<file path="config.mk">
export PLATFORM = sky130hd
export DESIGN_NAME = sbdp_subtract_datapath
export DESIGN_NICKNAME = d
export VERILOG_FILES = /design/src/design/sbdp_subtract_datapath.v
export VERILOG_INCLUDE_DIRS = /design/src /design/src/design
export SDC_FILE = /design/constraint.sdc
export NUM_CORES = 1
export LEC_CHECK = 0
export ABC_AREA = 1
export BUFFER_PORTS_ARGS = -buffer_cell sky130_fd_sc_hd__buf_4
export CORE_MARGIN = 4
export CORE_UTILIZATION = 45
export DETAILED_ROUTE_END_ITERATION = 16
export GPL_TIMING_DRIVEN = 0
export SYNTH_ARGS = -nofsm -noshare
export SYNTH_HDL_FRONTEND = slang
export SYNTH_SLANG_ARGS = --single-unit
</file>
<file path="constraint.sdc">
create_clock -name CLK_I -period 11.6 [get_ports CLK_I]
set_input_delay 1.16 -clock CLK_I [delete_from_list [all_inputs] [get_ports CLK_I]]
set_output_delay 1.16 -clock CLK_I [all_outputs]
set_load 0.02 [all_outputs]
</file>
<file path="src/design/sbdp_defines.vh">
`ifndef SBDP_DEFINES_VH
`define SBDP_DEFINES_VH

// APB register byte offsets
`define SBDP_OFF_CTRL     12'h000
`define SBDP_OFF_STATUS   12'h004
`define SBDP_OFF_BA       12'h008
`define SBDP_OFF_HL       12'h00C
`define SBDP_OFF_IX       12'h010
`define SBDP_OFF_IY       12'h014
`define SBDP_OFF_PAGES    12'h018
`define SBDP_OFF_IMM      12'h01C
`define SBDP_OFF_FLAGS    12'h020

// Control word fields
`define SBDP_CTRL_GO      0
`define SBDP_CTRL_OP_LSB  4
`define SBDP_CTRL_OP_MSB  7
`define SBDP_CTRL_SEL_LSB 8
`define SBDP_CTRL_SEL_MSB 9
`define SBDP_CTRL_PAGED   12

// Flag word fields
`define SBDP_FLG_Z        0
`define SBDP_FLG_C        1
`define SBDP_FLG_V        2
`define SBDP_FLG_N        3
`define SBDP_FLG_D        4
`define SBDP_FLG_U        5

// Operation codes
`define SBDP_OP_A_IDXL    4'h0
`define SBDP_OP_M_A       4'h1
`define SBDP_OP_M_IMM     4'h2
`define SBDP_OP_M_M       4'h3
`define SBDP_OP_BA_RP     4'h4
`define SBDP_OP_BA_IMM    4'h5
`define SBDP_OP_HL_RP     4'h6
`define SBDP_OP_HL_IMM    4'h7

// Instruction lengths in core cycles
`define SBDP_CYC_A_IDXL   4
`define SBDP_CYC_M_A      4
`define SBDP_CYC_M_IMM    5
`define SBDP_CYC_M_M      5
`define SBDP_CYC_RP       4
`define SBDP_CYC_IMM16    3

// Reset values
`define SBDP_RST_WORD     32'h0000_0000

`endif

</file>
<file path="src/design/sbdp_subtract_datapath.v">
`timescale 1ns/1ps
// Function
// [RULE1] Indexed-by-L operand address is index register plus L.
// [RULE2] L is a signed offset from -128 to 127.
// [RULE3] Index-addressed operands use the page of their own index register.
// [RULE4] Pointer-pair operands use the pointer page register.
// [RULE5] Memory minus A writes back to pointer location in 4 cycles.
// [RULE6] Memory minus 8-bit immediate writes back in 5 cycles.
// [RULE7] Pointer memory minus index memory writes pointer location in 5 cycles.
// [RULE8] Destination uses pointer page, source uses its index page, independently.
// [RULE9] Accumulator pair minus chosen pair kept in accumulator pair.
// [RULE10] Accumulator pair minus 16-bit immediate completes in 3 cycles.
// [RULE11] Pointer pair minus chosen pair kept in pointer pair.
// [RULE12] Pointer pair minus 16-bit immediate completes in 3 cycles.
// [RULE13] Indexed-by-L accumulator subtract completes in 4 cycles into A.
// [RULE14] 8-bit ops set NVCZ with D/U; 16-bit ops binary only.
// [RULE15] Decimal gives BCD difference; unpacked works on low digit only.
`include "sbdp_defines.vh"

module sbdp_subtract_datapath #(
  parameter ADDR_W = 24
) (
  input  wire              CLK_I,
  input  wire              RESET_N_I,
  input  wire              PSEL_I,
  input  wire              PENABLE_I,
  input  wire              PWRITE_I,
  input  wire [11:0]       PADDR_I,
  input  wire [31:0]       PWDATA_I,
  output reg  [31:0]       PRDATA_O,
  output reg               PREADY_O,
  output reg               PSLVERR_O,
  output reg  [ADDR_W-1:0] MEM_ADDR_O,
  output reg               MEM_RD_O,
  output reg               MEM_WR_O,
  output reg  [7:0]        MEM_WDATA_O,
  input  wire [7:0]        MEM_RDATA_I,
  output reg               BUSY_O
);

  localparam ST_IDLE  = 4'b0001;
  localparam ST_RD1   = 4'b0010;
  localparam ST_RD2   = 4'b0100;
  localparam ST_WAIT  = 4'b1000;

  reg [3:0]  state_reg;
  reg [3:0]  state_next;
  reg [3:0]  op_reg;
  reg [1:0]  sel_reg;
  reg        paged_reg;
  reg [15:0] ba_reg;
  reg [15:0] hl_reg;
  reg [15:0] ix_reg;
  reg [15:0] iy_reg;
  reg [7:0]  page_for_first_index_reg;
  reg [7:0]  page_for_second_index_reg;
  reg [7:0]  page_for_pointer_access_reg;
  reg [15:0] imm_reg;
  reg [5:0]  flags_reg;
  reg [7:0]  src_reg;
  reg [2:0]  cnt_reg;
  reg        done_reg;

  // Writes land on the edge that completes the transfer, not the one before
  wire wr_acc = PSEL_I & PENABLE_I & PWRITE_I & PREADY_O & ~BUSY_O;
  wire index_select = sel_reg[0];

  // ****************************************************************
  // Operand addresses
  // ****************************************************************
  wire [15:0] idx_base = index_select ? iy_reg : ix_reg;
  wire [7:0]  idx_page = index_select ? page_for_second_index_reg
                                      : page_for_first_index_reg; // [RULE3]
  wire [15:0] l_sext   = {{8{hl_reg[7]}}, hl_reg[7:0]};  // [RULE2]
  wire [15:0] idxl_adr = idx_base + l_sext;              // [RULE1]
  wire [7:0]  pg_idx   = paged_reg ? idx_page : 8'h00;
  wire [7:0]  pg_ptr   = paged_reg ? page_for_pointer_access_reg : 8'h00; // [RULE4]
  wire [ADDR_W-1:0] adr_idxl = {{(ADDR_W-24){1'b0}}, pg_idx, idxl_adr};
  wire [ADDR_W-1:0] adr_idx  = {{(ADDR_W-24){1'b0}}, pg_idx, idx_base};  // [RULE8]
  wire [ADDR_W-1:0] adr_ptr  = {{(ADDR_W-24){1'b0}}, pg_ptr, hl_reg};    // [RULE8]

  // ****************************************************************
  // 8-bit subtract with decimal and unpacked modes
  // ****************************************************************
  reg [7:0] sub_a;
  reg [7:0] sub_b;
  reg [7:0] res8;
  reg [3:0] n_flg;
  reg [8:0] bin;
  reg [4:0] lo;
  reg [4:0] hi;
  reg       lo_brw;

  always @*
  begin
    sub_a  = 8'h00;
    sub_b  = 8'h00;
    case (op_reg)
      `SBDP_OP_A_IDXL: begin sub_a = ba_reg[7:0]; sub_b = MEM_RDATA_I; end
      `SBDP_OP_M_A:    begin sub_a = MEM_RDATA_I; sub_b = ba_reg[7:0]; end  // [RULE5]
      `SBDP_OP_M_IMM:  begin sub_a = MEM_RDATA_I; sub_b = imm_reg[7:0]; end // [RULE6]
      `SBDP_OP_M_M:    begin sub_a = MEM_RDATA_I; sub_b = src_reg; end      // [RULE7]
      default:         begin sub_a = 8'h00; sub_b = 8'h00; end
    endcase
    bin    = {1'b0, sub_a} - {1'b0, sub_b};
    lo     = {1'b0, sub_a[3:0]} - {1'b0, sub_b[3:0]};
    lo_brw = lo[4];
    if (lo_brw)
      lo = lo - 5'h06;
    hi     = {1'b0, sub_a[7:4]} - {1'b0, sub_b[7:4]} - {4'h0, lo_brw};
    if (hi[4])
      hi = hi - 5'h06;
    res8   = bin[7:0];
    // Flags as N V C Z, filled below per mode
    n_flg  = {bin[7], (sub_a[7] ^ sub_b[7]) & (sub_a[7] ^ bin[7]), bin[8], bin[7:0] == 8'h00};
    if (flags_reg[`SBDP_FLG_D] && flags_reg[`SBDP_FLG_U])
    begin
      // Unpacked keeps a single digit; upper nibble of result is zero
      res8  = {4'h0, lo[3:0]};                           // [RULE15]
      n_flg = {1'b0, 1'b0, lo_brw, lo[3:0] == 4'h0};
    end
    else if (flags_reg[`SBDP_FLG_D])
    begin
      res8  = {hi[3:0], lo[3:0]};                        // [RULE15]
      n_flg = {1'b0, 1'b0, hi[4], {hi[3:0], lo[3:0]} == 8'h00};
    end
  end

  // ****************************************************************
  // 16-bit binary subtract
  // ****************************************************************
  reg [15:0] pair_operand;
  reg [15:0] min16;
  reg [16:0] bin16;

  always @*
  begin
    case (sel_reg)
      2'h0:    pair_operand = ba_reg;
      2'h1:    pair_operand = hl_reg;
      2'h2:    pair_operand = ix_reg;
      default: pair_operand = iy_reg;
    endcase
    min16 = (op_reg == `SBDP_OP_HL_RP || op_reg == `SBDP_OP_HL_IMM) ? hl_reg : ba_reg;
    if (op_reg == `SBDP_OP_BA_IMM || op_reg == `SBDP_OP_HL_IMM)
      bin16 = {1'b0, min16} - {1'b0, imm_reg};           // [RULE10] [RULE12]
    else
      bin16 = {1'b0, min16} - {1'b0, pair_operand};      // [RULE9] [RULE11]
  end

  wire [3:0] flg16 = {bin16[15],
                      (min16[15] ^ bin16[15]) &
                      (min16[15] ^ ((op_reg[0]) ? imm_reg[15] : pair_operand[15])),
                      bin16[16], bin16[15:0] == 16'h0000}; // [RULE14]

  wire is16 = op_reg[2];
  wire [2:0] len = (op_reg == `SBDP_OP_A_IDXL) ? 3'd`SBDP_CYC_A_IDXL :
                   (op_reg == `SBDP_OP_M_A)    ? 3'd`SBDP_CYC_M_A :
                   (op_reg == `SBDP_OP_M_IMM)  ? 3'd`SBDP_CYC_M_IMM :
                   (op_reg == `SBDP_OP_M_M)    ? 3'd`SBDP_CYC_M_M :
                   op_reg[0]                   ? 3'd`SBDP_CYC_IMM16 : 3'd`SBDP_CYC_RP;

  // ****************************************************************
  // Sequencer
  // ****************************************************************
  always @*
  begin
    state_next = state_reg;
    case (state_reg)
      ST_IDLE:
        if (wr_acc && PADDR_I == `SBDP_OFF_CTRL && PWDATA_I[`SBDP_CTRL_GO])
          state_next = ST_RD1;
      ST_RD1:
        if (is16)
          state_next = ST_WAIT;
        else
          state_next = (op_reg == `SBDP_OP_M_M) ? ST_RD2 : ST_WAIT;
      ST_RD2:
        state_next = ST_WAIT;
      ST_WAIT:
        if (cnt_reg == len)
          state_next = ST_IDLE;
      default:
        state_next = ST_IDLE;
    endcase
  end

  always @(posedge CLK_I)
  begin
    if (!RESET_N_I)
    begin
      state_reg   <= ST_IDLE;
      op_reg      <= 4'h0;
      sel_reg     <= 2'h0;
      paged_reg   <= 1'b0;
      ba_reg      <= 16'h0000;
      hl_reg      <= 16'h0000;
      ix_reg      <= 16'h0000;
      iy_reg      <= 16'h0000;
      page_for_first_index_reg    <= 8'h00;
      page_for_second_index_reg   <= 8'h00;
      page_for_pointer_access_reg <= 8'h00;
      imm_reg     <= 16'h0000;
      flags_reg   <= 6'h00;
      src_reg     <= 8'h00;
      cnt_reg     <= 3'h0;
      done_reg    <= 1'b0;
      MEM_ADDR_O  <= {ADDR_W{1'b0}};
      MEM_RD_O    <= 1'b0;
      MEM_WR_O    <= 1'b0;
      MEM_WDATA_O <= 8'h00;
      BUSY_O      <= 1'b0;
      PRDATA_O    <= 32'h0000_0000;
      PREADY_O    <= 1'b0;
      PSLVERR_O   <= 1'b0;
    end
    else
    begin
      state_reg <= state_next;
      MEM_RD_O  <= 1'b0;
      MEM_WR_O  <= 1'b0;
      // APB: one wait state, answer on second access cycle
      PREADY_O  <= PSEL_I & PENABLE_I & ~PREADY_O;
      PSLVERR_O <= 1'b0;
      if (PSEL_I && PENABLE_I && !PREADY_O)
      begin
        PSLVERR_O <= (PADDR_I > `SBDP_OFF_FLAGS) || (PADDR_I[1:0] != 2'b00)
                     || (PWRITE_I && BUSY_O);
        case (PADDR_I)
          `SBDP_OFF_CTRL:   PRDATA_O <= {19'h0, paged_reg, 2'h0, sel_reg, op_reg, 4'h0};
          `SBDP_OFF_STATUS: PRDATA_O <= {30'h0, done_reg, BUSY_O};
          `SBDP_OFF_BA:     PRDATA_O <= {16'h0, ba_reg};
          `SBDP_OFF_HL:     PRDATA_O <= {16'h0, hl_reg};
          `SBDP_OFF_IX:     PRDATA_O <= {16'h0, ix_reg};
          `SBDP_OFF_IY:     PRDATA_O <= {16'h0, iy_reg};
          `SBDP_OFF_PAGES:  PRDATA_O <= {8'h0, page_for_pointer_access_reg,
                                         page_for_second_index_reg, page_for_first_index_reg};
          `SBDP_OFF_IMM:    PRDATA_O <= {16'h0, imm_reg};
          `SBDP_OFF_FLAGS:  PRDATA_O <= {26'h0, flags_reg};
          default:          PRDATA_O <= `SBDP_RST_WORD;
        endcase
      end
      if (wr_acc)
          case (PADDR_I)
            `SBDP_OFF_CTRL:
            begin
              op_reg    <= PWDATA_I[`SBDP_CTRL_OP_MSB:`SBDP_CTRL_OP_LSB];
              sel_reg   <= PWDATA_I[`SBDP_CTRL_SEL_MSB:`SBDP_CTRL_SEL_LSB];
              paged_reg <= PWDATA_I[`SBDP_CTRL_PAGED];
              if (PWDATA_I[`SBDP_CTRL_GO])
              begin
                BUSY_O   <= 1'b1;
                done_reg <= 1'b0;
                cnt_reg  <= 3'h1;
              end
            end
            `SBDP_OFF_BA:    ba_reg  <= PWDATA_I[15:0];
            `SBDP_OFF_HL:    hl_reg  <= PWDATA_I[15:0];
            `SBDP_OFF_IX:    ix_reg  <= PWDATA_I[15:0];
            `SBDP_OFF_IY:    iy_reg  <= PWDATA_I[15:0];
            `SBDP_OFF_PAGES:
            begin
              page_for_first_index_reg    <= PWDATA_I[7:0];
              page_for_second_index_reg   <= PWDATA_I[15:8];
              page_for_pointer_access_reg <= PWDATA_I[23:16];
            end
            `SBDP_OFF_IMM:   imm_reg   <= PWDATA_I[15:0];
            `SBDP_OFF_FLAGS: flags_reg <= PWDATA_I[5:0];
            default:         imm_reg   <= imm_reg;
          endcase
      if (state_reg != ST_IDLE)
        cnt_reg <= cnt_reg + 3'h1;
      case (state_reg)
        ST_RD1:
          if (!is16)
          begin
            MEM_RD_O <= 1'b1;
            // Copy source first; memory answers in the same cycle that the strobe is high
            if (op_reg == `SBDP_OP_A_IDXL)
              MEM_ADDR_O <= adr_idxl;                    // [RULE1] [RULE3]
            else if (op_reg == `SBDP_OP_M_M)
              MEM_ADDR_O <= adr_idx;                     // [RULE8]
            else
              MEM_ADDR_O <= adr_ptr;                     // [RULE4]
          end
        ST_RD2:
        begin
          src_reg    <= MEM_RDATA_I;
          MEM_RD_O   <= 1'b1;
          MEM_ADDR_O <= adr_ptr;                         // [RULE8]
        end
        ST_WAIT:
        begin
          if (cnt_reg == len)
          begin
            BUSY_O   <= 1'b0;
            done_reg <= 1'b1;
            if (is16)
            begin
              flags_reg[3:0] <= flg16;                   // [RULE14]
              if (op_reg[1])
                hl_reg <= bin16[15:0];                   // [RULE11] [RULE12]
              else
                ba_reg <= bin16[15:0];                   // [RULE9] [RULE10]
            end
          end
          // Operand is valid only while the read strobe stands
          if (!is16 && MEM_RD_O)
          begin
            flags_reg[3:0] <= n_flg;                     // [RULE14]
            if (op_reg == `SBDP_OP_A_IDXL)
              ba_reg[7:0] <= res8;                       // [RULE13]
            else
            begin
              MEM_WR_O    <= 1'b1;                       // [RULE5] [RULE6] [RULE7]
              MEM_WDATA_O <= res8;
            end
          end
        end
        default: cnt_reg <= cnt_reg;
      endcase
    end
  end

endmodule

</file>
==> metrics.txt <==
Pleak between 6 and 7 nW; gr ovfl total 0; dominant synthesized flop cell dfxtp_1; critical path class reg2reg; Final Hold Viols 0; min Tclk post-route 5420 ps; critical path launch point type register; clock slew at reported path FFs 90 ps; Sink Count 194; CP endpoint kind register; Detail Route Antenna Nets 0; first-pass GRT wire length approximately 82000 um; Die Area between 30000 and 40000 um2; Num CTS Buffers 17; leading area contributor after synthesis dfxtp_1; Die Height around 180 um; clk buf depth 2; Hold Path Class reg2reg; XOR/XNOR Fraction of Synth Area 0.00544; RSZ-0062 raised after global routing false; Max-Cap Viols 0; Final Skew around 20 ps; Nets 2231; most frequent cell after synthesis nand2_1; main combinational cell family by area after synthesis compound AO/OA/AOI/OAI gates; total I/O pin count 126; Cells after Synth between 1500 and 2000; number of flops mapped to enable cells by yosys 0; Syn. warnings 0; IO buf count 109; first-pass iteration count of the detailed router 5; top cells by count, synth nand2_1 (434), inv_1 (272), a21oi_1 (232), o21ai_0 (222), dfxtp_1 (194); GR Util All Layers 0.351; Initial Util 0.456; Compound-Gate Fraction of Synth Area 0.271; FMAX roughly 0.18 GHz; DRC violations left 0; crit-path max FO 10; Std-Cell Rows 61; WP data required ~12000 ps; pin count of the biggest net entering global routing 25; vias in the first global route 13200; final WL 56200 um; Die W about 180 um; Yosys reg bits 194; largest cells by area after synthesis dfxtp_1 (31%), nand2_1 (13%), a21oi_1 (9.2%); setup repair bufs after CTS 0; clk_lat worst skew 470 ps; clk root buf clkbuf_16; initial antenna violation count 1; post-CTS resize count 0; ys async rst share 0; H-tree depth 4; outcome complete, no violations; routed len/inst 22.3 um; register area share after synthesis 0.307; post-synthesis adder-cell area fraction 0.0534; FF-to-FF setup slack ~6200 ps; CTS tree done; post-layout power around 1.4 mW; core box area ~28000 um2; DP HPWL roughly 45000 um; Tcrit/Tclk final 0.467; layout cells sized above 1 0.0964; pin slew with the least headroom to its limit roughly 1000 ps; Synth Area in Simple Gates 0.245; max_slew headroom 0.320; CP arrival 5740 ps; Distinct cells, synth 54; vias per inst slightly below 6; Avg Cell Area, Syn roughly 6.4 um2; Setup-failing EPs final 0; Final Max Tran Viols 0; synthesis-to-finish area growth 15.5%; Largest regs MEM_ADDR_O (24), PRDATA_O (24); mux cell area share after synthesis 0.000890; routed via count approximately 15000; Final TNS setup 0 ps; GPL Wtd Cong just over 1; Pwr per Cell Area between 90 and 100 nW/um2; post-synthesis instance area between 10000 and 15000 um2; CTS Hold Buffers Added 0; Max VDD drop 0.0000909 V; share of the synthesized area in the top cell type 0.307; DRT iter0 DRCs about 1800
[cells in the final DEF, fill, tap and decap left out, types with 7 or more instances in the layout]
| cell | count |
|---|---|
| o22ai_1 | 45 |
| nor2_1 | 152 |
| buf_2 | 17 |
| nand4_1 | 16 |
| conb_1 | 8 |
| nand3_1 | 91 |
| nor3_1 | 12 |
| nor2_2 | 7 |
| a31oi_1 | 27 |
| inv_1 | 272 |
| clkbuf_1 | 64 |
| dfxtp_1 | 194 |
| a21oi_1 | 232 |
| o21ai_0 | 222 |
| ha_1 | 46 |
| nand2_1 | 434 |
| inv_12 | 7 |
| a211oi_1 | 10 |
| o211ai_1 | 27 |
| buf_4 | 117 |
| nand3b_1 | 8 |
| clkbuf_16 | 17 |
| o31ai_1 | 20 |
[path summary, 6_finish.rpt]
path	start	cells after the start	end
max reg2reg	op_reg[2]$_SDFFE_PN0P_	22	ba_reg[6]$_SDFF_PN0_
min	MEM_ADDR_O[8]$_SDFFE_PN0P_	2	MEM_ADDR_O[8]$_SDFFE_PN0P_
max	op_reg[2]$_SDFFE_PN0P_	22	ba_reg[6]$_SDFF_PN0_
min reg2reg	MEM_ADDR_O[8]$_SDFFE_PN0P_	2	MEM_ADDR_O[8]$_SDFFE_PN0P_
[logic make-up (layout without fill, tap and decap cells)]
logic type	count (synthesis)	in the layout
xor+xnor	7	7
fa+ha+maj	51	51
other cells	1	10
simple gates	741	741
buf+inv	377	518
compound gates	616	616
mux	1	1
flops	194	194
[per-stage QoR]
stage | worst slack, ps | instances | utilization | hold slack [ps] | area, um2
2_1_floorplan | 7440 | 1995 | - | 437 | 12700
5_1_grt | 5920 | 2514 | 0.526 | 487 | 14600
6_report | 6180 | 2516 | 0.526 | 469 | 14600
4_1_cts | 6300 | 2514 | 0.526 | 470 | 14600
3_3_place_gp | 6330 | 2482 | 0.503 | 454 | 14000
3_5_place_dp | 6340 | 2482 | 0.503 | 457 | 14000
[metal layers]
metal  track usage  wire (um)  part of all wire  vias to the layer above
met5             0          0                 0                        -
met4         0.133       2580             0.046                        0
met3        0.0702       5290             0.094                      158
met2         0.546      24300              0.43                      741
met1         0.484      24000              0.43                     6878
li1              -          -                 -                     6901
[power breakdown]
| part | total [mW] | internal [mW] | leakage, nW | switching (mW) |
|---|---|---|---|---|
| Combinational | 0.0959 | 0.0305 | 4.46 | 0.0654 |
| Sequential | 0.667 | 0.666 | 1.56 | 0.000670 |
| Clock | 0.662 | 0.309 | 0.311 | 0.354 |
| Total | 1.43 | 1.01 | 6.34 | 0.420 |
[layout make-up]
class / instances / area, um2
Sequential cell: 194 / 3880
Timing Repair Buffer: 109 / 818
Clock inverter: 15 / 218
Buffer: 97 / 438
Fill cell: 2992 / 13200
Inverter: 280 / 1050
Clock buffer: 17 / 425
Tap cell: 378 / 473
Antenna cell: 2 / 5.00
Multi-Input combinational cell: 1424 / 7310
[critical path, stage by stage (launching register included)]
cell and delay, ps:
dfxtp_1 410, nor2_2 230, nand2_1 140, nor2_1 320, buf_2 290, buf_1 450, a221oi_1 220, ha_1 410
a21oi_1 420, nand2_1 250, fa_1 530, inv_1 100, fa_1 410, inv_1 110, ha_1 230, nand3_1 80
nand2_1 70, nand2_1 70, nand2_1 70, nand2_1 130, nand2_1 70, o21ai_0 150, a21oi_1 100
Power figures use the tool's default switching activity.
